### config.mk
export PLATFORM = sky130hd
export DESIGN_NAME = eic_top
export DESIGN_NICKNAME = d
export VERILOG_FILES = /design/src/rtl/eic_edge_det.v /design/src/rtl/eic_prio.v /design/src/rtl/eic_top.v
export VERILOG_INCLUDE_DIRS = /design/src /design/src/rtl
export SDC_FILE = /design/constraint.sdc
export NUM_CORES = 1
export LEC_CHECK = 0
export BUFFER_PORTS_ARGS = -buffer_cell sky130_fd_sc_hd__buf_2
export CORE_MARGIN = 2
export CORE_UTILIZATION = 49
export CTS_CLUSTER_SIZE = 40
export DETAILED_ROUTE_END_ITERATION = 8
export PLACE_DENSITY = 0.8
export SYNTH_ARGS = -nofsm -noshare
export SYNTH_HDL_FRONTEND = slang
export SYNTH_SLANG_ARGS = --single-unit
### constraint.sdc
create_clock -name i_clock -period 3.08 [get_ports i_clock]
set_clock_uncertainty 0.2 [all_clocks]
set_input_delay 0.462 -clock i_clock [delete_from_list [all_inputs] [get_ports i_clock]]
set_output_delay 0.462 -clock i_clock [all_outputs]
set_load 0.03 [all_outputs]
### src/rtl/eic_defs.vh
// Constants shared by the edge interrupt controller files
`ifndef EIC_DEFS_VH
`define EIC_DEFS_VH
`define EIC_NREQ 4
`define EIC_NPORT 8
`define EIC_NPER 21
`define EIC_NFLAG 33
`define EIC_NSRC 26
`define EIC_VEC_REQ0 5'h04
`define EIC_VEC_PORT 5'h08
`define EIC_VEC_PER_LO 5'h09
`define EIC_VEC_PER_SPAN 14
`define EIC_ST_STACK 4'h4
`define EIC_ST_VEC 4'h2
`define EIC_ST_FETCH 4'h4
`define EIC_ST_INT 4'h4
`define EIC_MASK_RST 1'b1
`define EIC_FLAG_RST 33'h000000000
`define EIC_PORT_EN_RST 8'h00
`define EIC_PMR_HOLD 2'h2
`define EIC_PC_OFS 16'h0002
`define EIC_CCR_OFS 16'h0004
`endif

### src/rtl/eic_edge_det.v
// Per-pin synchroniser and selectable edge detector
`timescale 1ns/100ps
`default_nettype none
module eic_edge_det #(
  parameter N = 4
) (
  input wire i_clock,
  input wire i_reset,
  input wire [N-1:0] i_pins,
  input wire [N-1:0] i_func,
  input wire [N-1:0] i_pol,
  output wire [N-1:0] o_hit
);
  reg [N-1:0] meta_r;
  reg [N-1:0] sync_r;
  reg [N-1:0] prev_r;
  wire [N-1:0] eff;
  // A pin not in interrupt function looks high, so switching function
  // on a low pin makes a false edge exactly as the hardware does
  assign eff = sync_r | ~i_func;
  always @(posedge i_clock) begin
    if (i_reset) begin
      meta_r <= {N{1'b1}};
      sync_r <= {N{1'b1}};
      prev_r <= {N{1'b1}};
    end else begin
      meta_r <= i_pins;
      sync_r <= meta_r;
      prev_r <= eff;
    end
  end
  genvar g;
  generate
    for (g = 0; g < N; g = g + 1) begin : g_bit
      assign o_hit[g] = i_pol[g] ? (~prev_r[g] & eff[g]) : (prev_r[g] & ~eff[g]);
    end
  endgenerate
endmodule // eic_edge_det
`default_nettype wire

### src/rtl/eic_prio.v
// Fixed-priority selector with vector number lookup
`timescale 1ns/100ps
`default_nettype none
`include "eic_defs.vh"
module eic_prio #(
  parameter N = `EIC_NSRC
) (
  input wire [N-1:0] i_req,
  output reg o_any,
  output reg [4:0] o_vec
);
  function [4:0] vec_of;
    input integer idx;
    integer t;
    begin
      t = 0;
      if (idx < `EIC_NREQ) begin
        vec_of = `EIC_VEC_REQ0 + idx[4:0];
      end else if (idx == `EIC_NREQ) begin
        vec_of = `EIC_VEC_PORT;
      end else begin
        t = ((idx - `EIC_NREQ - 1) * `EIC_VEC_PER_SPAN) / (`EIC_NPER - 1);
        vec_of = `EIC_VEC_PER_LO + t[4:0];
      end
    end
  endfunction
  integer i;
  // Lowest index wins; it is scanned last so it overwrites the others
  always @* begin
    o_any = 1'b0;
    o_vec = 5'h00;
    for (i = N - 1; i >= 0; i = i - 1) begin
      if (i_req[i]) begin
        o_any = 1'b1;
        o_vec = vec_of(i);
      end
    end
  end
endmodule // eic_prio
`default_nettype wire

### src/rtl/eic_top.v
// Edge interrupt controller with exception entry sequencer
// How it works
// - Request pins use per-pin rising or falling edge from polarity bits.
// - Request pin flag sets on chosen edge in interrupt function or when a function bit change on a low pin makes the chosen edge.
// - Per-source enable gates recognition; mask flag blocks all.
// - Request pins use vectors 7 to 4; pin 0 highest priority.
// - Port edge pins use per-pin rising or falling edge selection.
// - Port edge request recognised only when its enable bit is 1.
// - All port edge pins share vector 8; software reads flags.
// - Port edge flags set even when pin works as general port.
// - 21 peripheral requests latched, enabled, vectors 23 down to 9.
// - Highest-priority pending flag selected, others stay pending.
// - Accept only with mask flag 0, else request stays pending.
// - After current instruction, push program counter and condition codes.
// - Acceptance sets the global mask flag to 1.
// - Vector address generated, handler address fetched and started.
// - A request colliding with a clear is taken after the instruction.
// - Entry takes wait, 4 stack, 2 vector, 4 fetch, 4 internal states.
// - Stack word accesses force address bit 0 to 0.
// - Condition codes stacked as full word; return reloads even byte.
// - Function bit 0 to 1 on low pin, falling edge, sets flag.
// - Function bit 1 to 0 on low pin, rising edge, sets flag.
// - Request pin flag clear right after port mode write is ignored.
// - Flags clear only by writing 0; acceptance leaves them set.
// - Port edge enables reset to all zeros.
`timescale 1ns/100ps
`default_nettype none
`include "eic_defs.vh"
module eic_top #(
  parameter NREQ = `EIC_NREQ,
  parameter NPORT = `EIC_NPORT,
  parameter NPER = `EIC_NPER
) (
  input wire i_clock,
  input wire i_reset,
  input wire [NREQ-1:0] i_edge_request_pins,
  input wire [NPORT-1:0] i_port_edge_pins,
  input wire [NREQ-1:0] i_req_pin_polarity_bits,
  input wire [NPORT-1:0] i_port_pin_polarity_bits,
  input wire [NREQ-1:0] i_port_mode_reg_a,
  input wire [NREQ-1:0] i_req_pin_enable_bits,
  input wire [NPORT-1:0] i_port_pin_enable_bits,
  input wire [NPER-1:0] i_periph_enable_bits,
  input wire [NPER-1:0] i_periph_req,
  input wire i_flag_clr,
  input wire [NREQ+NPORT+NPER-1:0] i_flag_clr_sel,
  input wire i_instr_end,
  input wire [15:0] i_program_counter,
  input wire [15:0] i_stack_pointer,
  input wire [7:0] i_condition_code_reg,
  input wire [15:0] i_vec_data,
  input wire i_mask_we,
  input wire i_mask_val,
  input wire i_return_from_exception,
  input wire [15:0] i_ret_ccr_word,
  output reg [NREQ+NPORT+NPER-1:0] o_flags,
  output reg o_mask_flag,
  output reg o_pending,
  output reg o_exc_busy,
  output reg [4:0] o_vector_num,
  output reg o_stack_we,
  output reg [15:0] o_stack_addr,
  output reg [15:0] o_stack_wdata,
  output reg [15:0] o_stack_pointer_new,
  output reg o_vec_rd,
  output reg [15:0] o_vec_addr,
  output reg o_handler_go,
  output reg [15:0] o_handler_addr,
  output reg o_ccr_load,
  output reg [7:0] o_ccr_restore
);
  localparam NF = NREQ + NPORT + NPER;
  localparam NS = NREQ + 1 + NPER;
  localparam [4:0] S_IDLE = 5'h01;
  localparam [4:0] S_STACK = 5'h02;
  localparam [4:0] S_VEC = 5'h04;
  localparam [4:0] S_FETCH = 5'h08;
  localparam [4:0] S_INT = 5'h10;

  reg [4:0] state_r;
  reg [4:0] state_nxt;
  reg [3:0] cnt_r;
  reg [3:0] cnt_nxt;
  reg [NF-1:0] flags_nxt;
  reg mask_nxt;
  reg [4:0] vec_nxt;
  reg stack_we_nxt;
  reg [15:0] stack_addr_nxt;
  reg [15:0] stack_wdata_nxt;
  reg [15:0] sp_new_nxt;
  reg vec_rd_nxt;
  reg [15:0] vec_addr_nxt;
  reg go_nxt;
  reg [15:0] handler_nxt;
  reg [15:0] handler_r;
  reg [NREQ-1:0] pmr_prev_r;
  reg [1:0] pmr_hold_r;
  reg [1:0] pmr_hold_nxt;
  reg [NREQ-1:0] req_en_r;
  reg [NPORT-1:0] port_en_r;
  reg [NPER-1:0] per_en_r;

  wire [NREQ-1:0] req_hit;
  wire [NPORT-1:0] port_hit;
  wire [NF-1:0] set_vec;
  wire [NF-1:0] clr_vec;
  wire [NS-1:0] src_req;
  wire sel_any;
  wire [4:0] sel_vec;
  wire accept;
  wire [15:0] sp_even;

  eic_edge_det #(
    .N(NREQ)
  ) u_req_edge (
    .i_clock(i_clock),
    .i_reset(i_reset),
    .i_pins(i_edge_request_pins),
    .i_func(i_port_mode_reg_a),
    .i_pol(i_req_pin_polarity_bits),
    .o_hit(req_hit)
  );

  // Port edge pins have no function gate, so driven port edges count too
  eic_edge_det #(
    .N(NPORT)
  ) u_port_edge (
    .i_clock(i_clock),
    .i_reset(i_reset),
    .i_pins(i_port_edge_pins),
    .i_func({NPORT{1'b1}}),
    .i_pol(i_port_pin_polarity_bits),
    .o_hit(port_hit)
  );

  assign set_vec = {i_periph_req, port_hit, req_hit};

  // A port mode change opens a window of two instruction ends in which
  // clearing the request pin flags does nothing
  assign clr_vec = i_flag_clr ?
    (i_flag_clr_sel & ~{{(NPORT+NPER){1'b0}}, {NREQ{pmr_hold_r != 2'h0}}}) : {NF{1'b0}};

  always @* begin
    pmr_hold_nxt = pmr_hold_r;
    if (pmr_prev_r != i_port_mode_reg_a) begin
      pmr_hold_nxt = `EIC_PMR_HOLD;
    end else if (i_instr_end && pmr_hold_r != 2'h0) begin
      pmr_hold_nxt = pmr_hold_r - 2'h1;
    end
  end

  // Set wins over a clear in the same cycle; acceptance never clears
  always @* begin
    flags_nxt = (o_flags & ~clr_vec) | set_vec;
  end

  assign src_req = {o_flags[NF-1:NREQ+NPORT] & per_en_r,
    |(o_flags[NREQ+NPORT-1:NREQ] & port_en_r),
    o_flags[NREQ-1:0] & req_en_r};

  eic_prio #(
    .N(NS)
  ) u_prio (
    .i_req(src_req),
    .o_any(sel_any),
    .o_vec(sel_vec)
  );

  // Decision only at an instruction boundary, on the registered flags; a clearing write in that same cycle is not yet seen
  assign accept = (state_r == S_IDLE) && sel_any && !o_mask_flag && i_instr_end;
  assign sp_even = {i_stack_pointer[15:1], 1'b0};

  always @* begin
    mask_nxt = o_mask_flag;
    if (accept) begin
      mask_nxt = 1'b1;
    end else if (i_return_from_exception) begin
      mask_nxt = i_ret_ccr_word[15];
    end else if (i_mask_we) begin
      mask_nxt = i_mask_val;
    end
  end

  always @* begin
    state_nxt = state_r;
    cnt_nxt = cnt_r;
    vec_nxt = o_vector_num;
    stack_we_nxt = 1'b0;
    stack_addr_nxt = o_stack_addr;
    stack_wdata_nxt = o_stack_wdata;
    sp_new_nxt = o_stack_pointer_new;
    vec_rd_nxt = 1'b0;
    vec_addr_nxt = o_vec_addr;
    go_nxt = 1'b0;
    handler_nxt = handler_r;
    case (state_r)
      S_IDLE: begin
        if (accept) begin
          state_nxt = S_STACK;
          cnt_nxt = `EIC_ST_STACK - 4'h1;
          vec_nxt = sel_vec;
          stack_we_nxt = 1'b1;
          stack_addr_nxt = sp_even - `EIC_PC_OFS;
          stack_wdata_nxt = i_program_counter;
          sp_new_nxt = sp_even - `EIC_CCR_OFS;
        end
      end
      S_STACK: begin
        cnt_nxt = cnt_r - 4'h1;
        if (cnt_r == 4'h2) begin
          stack_we_nxt = 1'b1;
          stack_addr_nxt = o_stack_pointer_new;
          stack_wdata_nxt = {i_condition_code_reg, i_condition_code_reg};
        end
        if (cnt_r == 4'h0) begin
          state_nxt = S_VEC;
          cnt_nxt = `EIC_ST_VEC - 4'h1;
          vec_rd_nxt = 1'b1;
          vec_addr_nxt = {10'h000, o_vector_num, 1'b0};
        end
      end
      S_VEC: begin
        cnt_nxt = cnt_r - 4'h1;
        vec_rd_nxt = (cnt_r != 4'h0);
        if (cnt_r == 4'h0) begin
          handler_nxt = i_vec_data;
          state_nxt = S_FETCH;
          cnt_nxt = `EIC_ST_FETCH - 4'h1;
        end
      end
      S_FETCH: begin
        cnt_nxt = cnt_r - 4'h1;
        if (cnt_r == 4'h0) begin
          state_nxt = S_INT;
          cnt_nxt = `EIC_ST_INT - 4'h1;
        end
      end
      S_INT: begin
        cnt_nxt = cnt_r - 4'h1;
        if (cnt_r == 4'h0) begin
          state_nxt = S_IDLE;
          cnt_nxt = 4'h0;
          go_nxt = 1'b1;
        end
      end
      default: begin
        state_nxt = S_IDLE;
        cnt_nxt = 4'h0;
      end
    endcase
  end

  always @(posedge i_clock) begin
    if (i_reset) begin
      state_r <= S_IDLE;
      cnt_r <= 4'h0;
      o_flags <= `EIC_FLAG_RST;
      o_mask_flag <= `EIC_MASK_RST;
      o_pending <= 1'b0;
      o_exc_busy <= 1'b0;
      o_vector_num <= 5'h00;
      o_stack_we <= 1'b0;
      o_stack_addr <= 16'h0000;
      o_stack_wdata <= 16'h0000;
      o_stack_pointer_new <= 16'h0000;
      o_vec_rd <= 1'b0;
      o_vec_addr <= 16'h0000;
      o_handler_go <= 1'b0;
      o_handler_addr <= 16'h0000;
      handler_r <= 16'h0000;
      o_ccr_load <= 1'b0;
      o_ccr_restore <= 8'h00;
      pmr_prev_r <= {NREQ{1'b0}};
      pmr_hold_r <= 2'h0;
      req_en_r <= {NREQ{1'b0}};
      port_en_r <= `EIC_PORT_EN_RST;
      per_en_r <= {NPER{1'b0}};
    end else begin
      state_r <= state_nxt;
      cnt_r <= cnt_nxt;
      o_flags <= flags_nxt;
      o_mask_flag <= mask_nxt;
      o_pending <= sel_any && !o_mask_flag;
      o_exc_busy <= (state_nxt != S_IDLE);
      o_vector_num <= vec_nxt;
      o_stack_we <= stack_we_nxt;
      o_stack_addr <= stack_addr_nxt;
      o_stack_wdata <= stack_wdata_nxt;
      o_stack_pointer_new <= sp_new_nxt;
      o_vec_rd <= vec_rd_nxt;
      o_vec_addr <= vec_addr_nxt;
      o_handler_go <= go_nxt;
      o_handler_addr <= go_nxt ? handler_r : o_handler_addr;
      handler_r <= handler_nxt;
      // Only the even-address byte returns; the odd copy is dropped
      o_ccr_load <= i_return_from_exception;
      o_ccr_restore <= i_return_from_exception ? i_ret_ccr_word[15:8] : o_ccr_restore;
      pmr_prev_r <= i_port_mode_reg_a;
      pmr_hold_r <= pmr_hold_nxt;
      req_en_r <= i_req_pin_enable_bits;
      port_en_r <= i_port_pin_enable_bits;
      per_en_r <= i_periph_enable_bits;
    end
  end
endmodule // eic_top
`default_nettype wire
======== Word-level counts from Yosys, hierarchy flattened ========
Cells that the tools add are included.
storage, ports and cells
  register bits ........................... 222
  bits of input ports ..................... 194
  word-level logic and storage cells ...... 214
  output and inout port bits .............. 133
operators by class
  $add $sub $neg .......................... 4
  eq/ne operators ......................... 10
  bitwise logic cells ..................... 58
  reduce and logical (&&, ||, !) cells .... 20
  mux-type cells .......................... 92
operators with widths
  kind                   count
  $mux 5                 31
  $and 33x33->33         2
  $mux 16                4
  $pmux 16 s2            2
  $mux 1                 44
  $mux 33                1
  $not 33->33            1
  $not 4->33             1
  $or 33x33->33          1
  $pmux 5 s5             1
  $and 1x1->1            24
  $not 1->1              24
  $and 21x21->21         1
  $mux 4                 4
  $pmux 4 s4             1
  $sub 16x2->16 const B  1
  $sub 16x3->16 const B  1
  $and 8x8->8            1
  $reduce_bool 2->1      4
  $reduce_or 8->1        1
  $reduce_and 2->1       3
  $reduce_or 2->1        3
  $eq 5x1->1 const B     1
  $eq 5x2->1 const B     1
  other kinds (19)       26

======== Longest topological paths before layout ========
  depth in word-level cells ............... 33
  depth in mapped cells ................... 9
  depth with buffers taken out ............ 8

======== Cells and area by module ========
A second synthesis with hierarchy kept.
second synthesis, totals
  cells, all modules ...................... 1027
  area total of the unflattened synthesis .. 9308.9 µm²
modules (own cells, without submodules)
  module                       area an instance (µm²)  seq. area each (µm²)  instances  cells an instance
  eic_top                      7721.2                  3683.5                1          858
  eic_edge_det at u_port_edge  883.3                   480.5                 1          82
  eic_edge_det at u_req_edge   441.7                   240.2                 1          41
  eic_prio                     262.8                   0.0                   1          46

======== Worst setup path before layout ========
Ideal clock, no wire load.
  kind .................................... input port to flip-flop
  from .................................... in i_stack_pointer[2]
  to ...................................... reg o_stack_addr[12]
  setup slack ............................. 0.325 ns
  buffers on the path ..................... 1
  data required time ...................... 2.821 ns
  setup time .............................. 0.059 ns
  data arrival time ....................... 2.496 ns
  cell stages on the path ................. 9
  cells stage by stage .................... inv_1 -> ha_1 -> or4b_1 -> buf_2 -> or4_4 -> nor4_4 -> xnor2_1 -> a2111oi_2 -> a31o_1
between the ends
  cells in the longest elaborated chain, start to end .. 3
RTL lines
  item                     RTL line       source
  start: declaration       eic_top.v:49   input wire [15:0] i_stack_pointer,
  $sub 16x2->16 (no line)  n/a
  $mux 16                  eic_top.v:198  if (accept) begin
  $pmux 16 s2              eic_top.v:196  case (state_r)
  end signal: assignment   eic_top.v:287  o_stack_addr <= stack_addr_nxt;
  end: declaration         eic_top.v:62   output reg [15:0] o_stack_addr,
No other way between the ends. The select of a mux whose other input is x is not followed.
A chain may end at the register's enable or synchronous reset.

======== Final worst setup path ========
  from .................................... in i_stack_pointer[2]
  to ...................................... reg o_stack_addr[14]
Same word-level chain as after synthesis.

==> flow_summary.toml <==
[detailed_routing]
m1WireLength_um = 9590
wl_per_cell_um = 15.4
vias = 8273
dr.max_layer_used = "met4"
drt_pass1_iterations = 5
final_antenna_net_count = 0
drt_iter0_drc = 385
drcViolationCount = 0
dr_wl_met2_um = 12200
postRouteWirelength_um = 24600
wl_met3_um = 1940
vias_per_cell = 5.17

[synth]
netlist_top_cells_count = "dfxtp_1 (220), nand2_1 (162), nor2_1 (116)"
synth.most_common_cell = "dfxtp_1"
synth-seq-cells = 220
yosys.area.top_type = "dfxtp_1"
synthFlopType = "dfxtp_1"
synth_area_per_cell_um2 = 8.74
syn_inst = 994
yosysTopAreaCellShare_pct = 50.7
ys_seq_area_share_pct = 50.7
synthArstFlopShare_pct = 0
synth_cell_types = 52
synth-edff-count = 0
mappedNetlistArea_mm2 = 0.00868
yosysWarningCount = 0
synthTopCellsByArea = "dfxtp_1 (51%), nand2_1 (7.0%), nor2_1 (5.0%)"

[final_layout]
multi_input_area_mm2 = 0.00399
design_area_mm2 = 0.0119
drive_above_1_share_pct = 29.0
synthToLayoutAreaGrowth_pct = 37.3
fillers = 1330
nets = 1560
final-seq-area_mm2 = 0.00440
fin_util_pct = 68.9
final_cells = 1601

[timing]
slew_headroom_pct = 25.7
drv_slew = 0
rsz0062_at_grt = "no"
period_share_pct = 93.3
worst_pin_slew_ns = 1.11
hold_ws_ns = 0.00791
max_freq_ghz = 0.348
hold_viol_final = 0
setup_viol = 0
finalCriticalPeriod_ns = 2.87
tns_ns = 0
worst_slack_ns = 0.206

[grt]
gr-total-overflow = 0
grt_pass1_vias = 7886
grt_start_max_net_pins = 117
gr-usage-all-layers_pct = 25.0
grt_pass1_wl_um = 37800
antenna_found_initial = 1

[power]
clock_power_share_pct = 40.3
pwr-share-comb_pct = 15.2
switching_power_mw = 1.83
irDropWorstVdd_uv = 508
p_sw_share_pct = 26.3
p_total_mw = 6.96
p_int_mw = 5.13
pwr-share-seq_pct = 44.5
powerDensity_mw_per_mm2 = 584
p_leak_nw = 5.26

[worst_setup_path]
crit_cells = 10
path_buf_inv = 4
crit_fanout = 6
slowest_delay_ns = 0.54
cp_top_family = "buffers and inverters"
r2r_cells = 8
cp-end-kind = "register"
worstPathRequired_ns = 3.33
cp_slowest_cell = "dlygate4sd3_1"
path_cells = "dlygate4sd3_1 > buf_2 > inv_1 > ha_1 > or4b_1 > buf_4 > nor4_1 > xnor2_1 > a2111oi_0 > a31o_2"
arrival_ns = 3.12
start_kind = "input pin"
crit_type = "in -> reg"

[placed_design]
port_buffers = 304
hpwl_um = 16100
dp.cells = 1481
place.gp.congestion = 0.810
post_dp_cell_area_mm2 = 0.0104
pre_cts_ws_ns = 0.250

[clocking]
clk_pin_slew_ns = 0.06
numCtsBuffers = 23
cts_sinks = 220
clock_path_buffers = 3
post_cts.repair.setup_buffers = 0
hold_buffers = 77
htree_levels = 1
worstSkewPairLatency_ns = 0.50
ctsResizeCount = 0
cts_tree = "done"
cts_root_buf = "clkbuf_16"

[floorplan]
core_area_mm2 = 0.0173
start_util_pct = 50.2
io_pins = 327
die-width_um = 137
die_area_mm2 = 0.0188
die_y_um = 137
row_count = 48

[min_path]
hold_depth = 2
hp-class = "in -> reg"

[outcome]
status = "completed"

[flow_run]
cap_violations = 0
==> placed cells by master, fill, tap and decap left out, types with 18 or more instances in the layout <==
cell	instances
mux2i_1	19
or2_2	32
a21oi_1	84
nor2_1	116
dfxtp_1	220
clkbuf_16	23
nand2_1	162
a22oi_1	22
dlygate4sd3_1	78
xnor2_1	24
a311oi_1	18
buf_2	303
nor2b_1	50
==> cells by family (layout without fill, tap and decap cells) <==
logic type	after synthesis	count (layout)	synth area share (%)
AOI/OAI and AO/OA	190	190	14.6
xor gates and xnor gates	29	29	2.92
adders and majority gates	7	7	1.01
buffers and inverters	80	449	4.09
DFF	220	220	50.7
muxes	21	21	2.45
other	1	14	0.0432
and+or+nand+nor	446	446	24.2
==> layout make-up <==
class	count	share of cell area (%)
antenna	1	0.0210
clock buffer	30	5.30
clock inverter	11	1.19
inverter	12	0.378
multi-input combinational	706	33.5
sequential	220	36.9
tap	225	2.36
timing repair buffer	396	20.3
==> power groups by stage <==
stage	logic, mW	clock network, mW	registers, mW
2_1_floorplan	0.445	0	3.34
3_3_place_gp	0.949	0	3.15
3_5_place_dp	0.968	0	3.15
4_1_cts	1.05	2.87	3.09
5_1_grt	1.15	2.98	3.12
6_report	1.06	2.81	3.10
==> flip-flops by register name, summed over array words and instances (netlist names), 15 cells and up <==
register             cells
handler_r               16
o_stack_addr            15
o_handler_addr          16
per_en_r                21
o_flags                 33
o_stack_wdata           16
o_stack_pointer_new     15
==> final timing paths <==
check / slack [ns] / startpoint / endpoint
worst max-delay path: 0.21 / i_stack_pointer[2] / o_stack_addr[14]$_SDFFE_PP0P_
worst min-delay path: 0.008 / i_periph_enable_bits[3] / per_en_r[3]$_SDFF_PP0_
worst max register to register: 0.34 / o_flags[24]$_SDFF_PP0_ / o_stack_addr[11]$_SDFFE_PP0P_
worst min register to register: 0.21 / u_port_edge.meta_r[7]$_SDFF_PP1_ / u_port_edge.sync_r[7]$_SDFF_PP1_
==> metal layers <==
metal	vias up	GRT usage, %
met3	64	5.67
met2	325	44.8
li1	4111	-
met5	-	0
met1	3773	28.7
met4	0	10.2
Power figures use the tool's default switching activity.
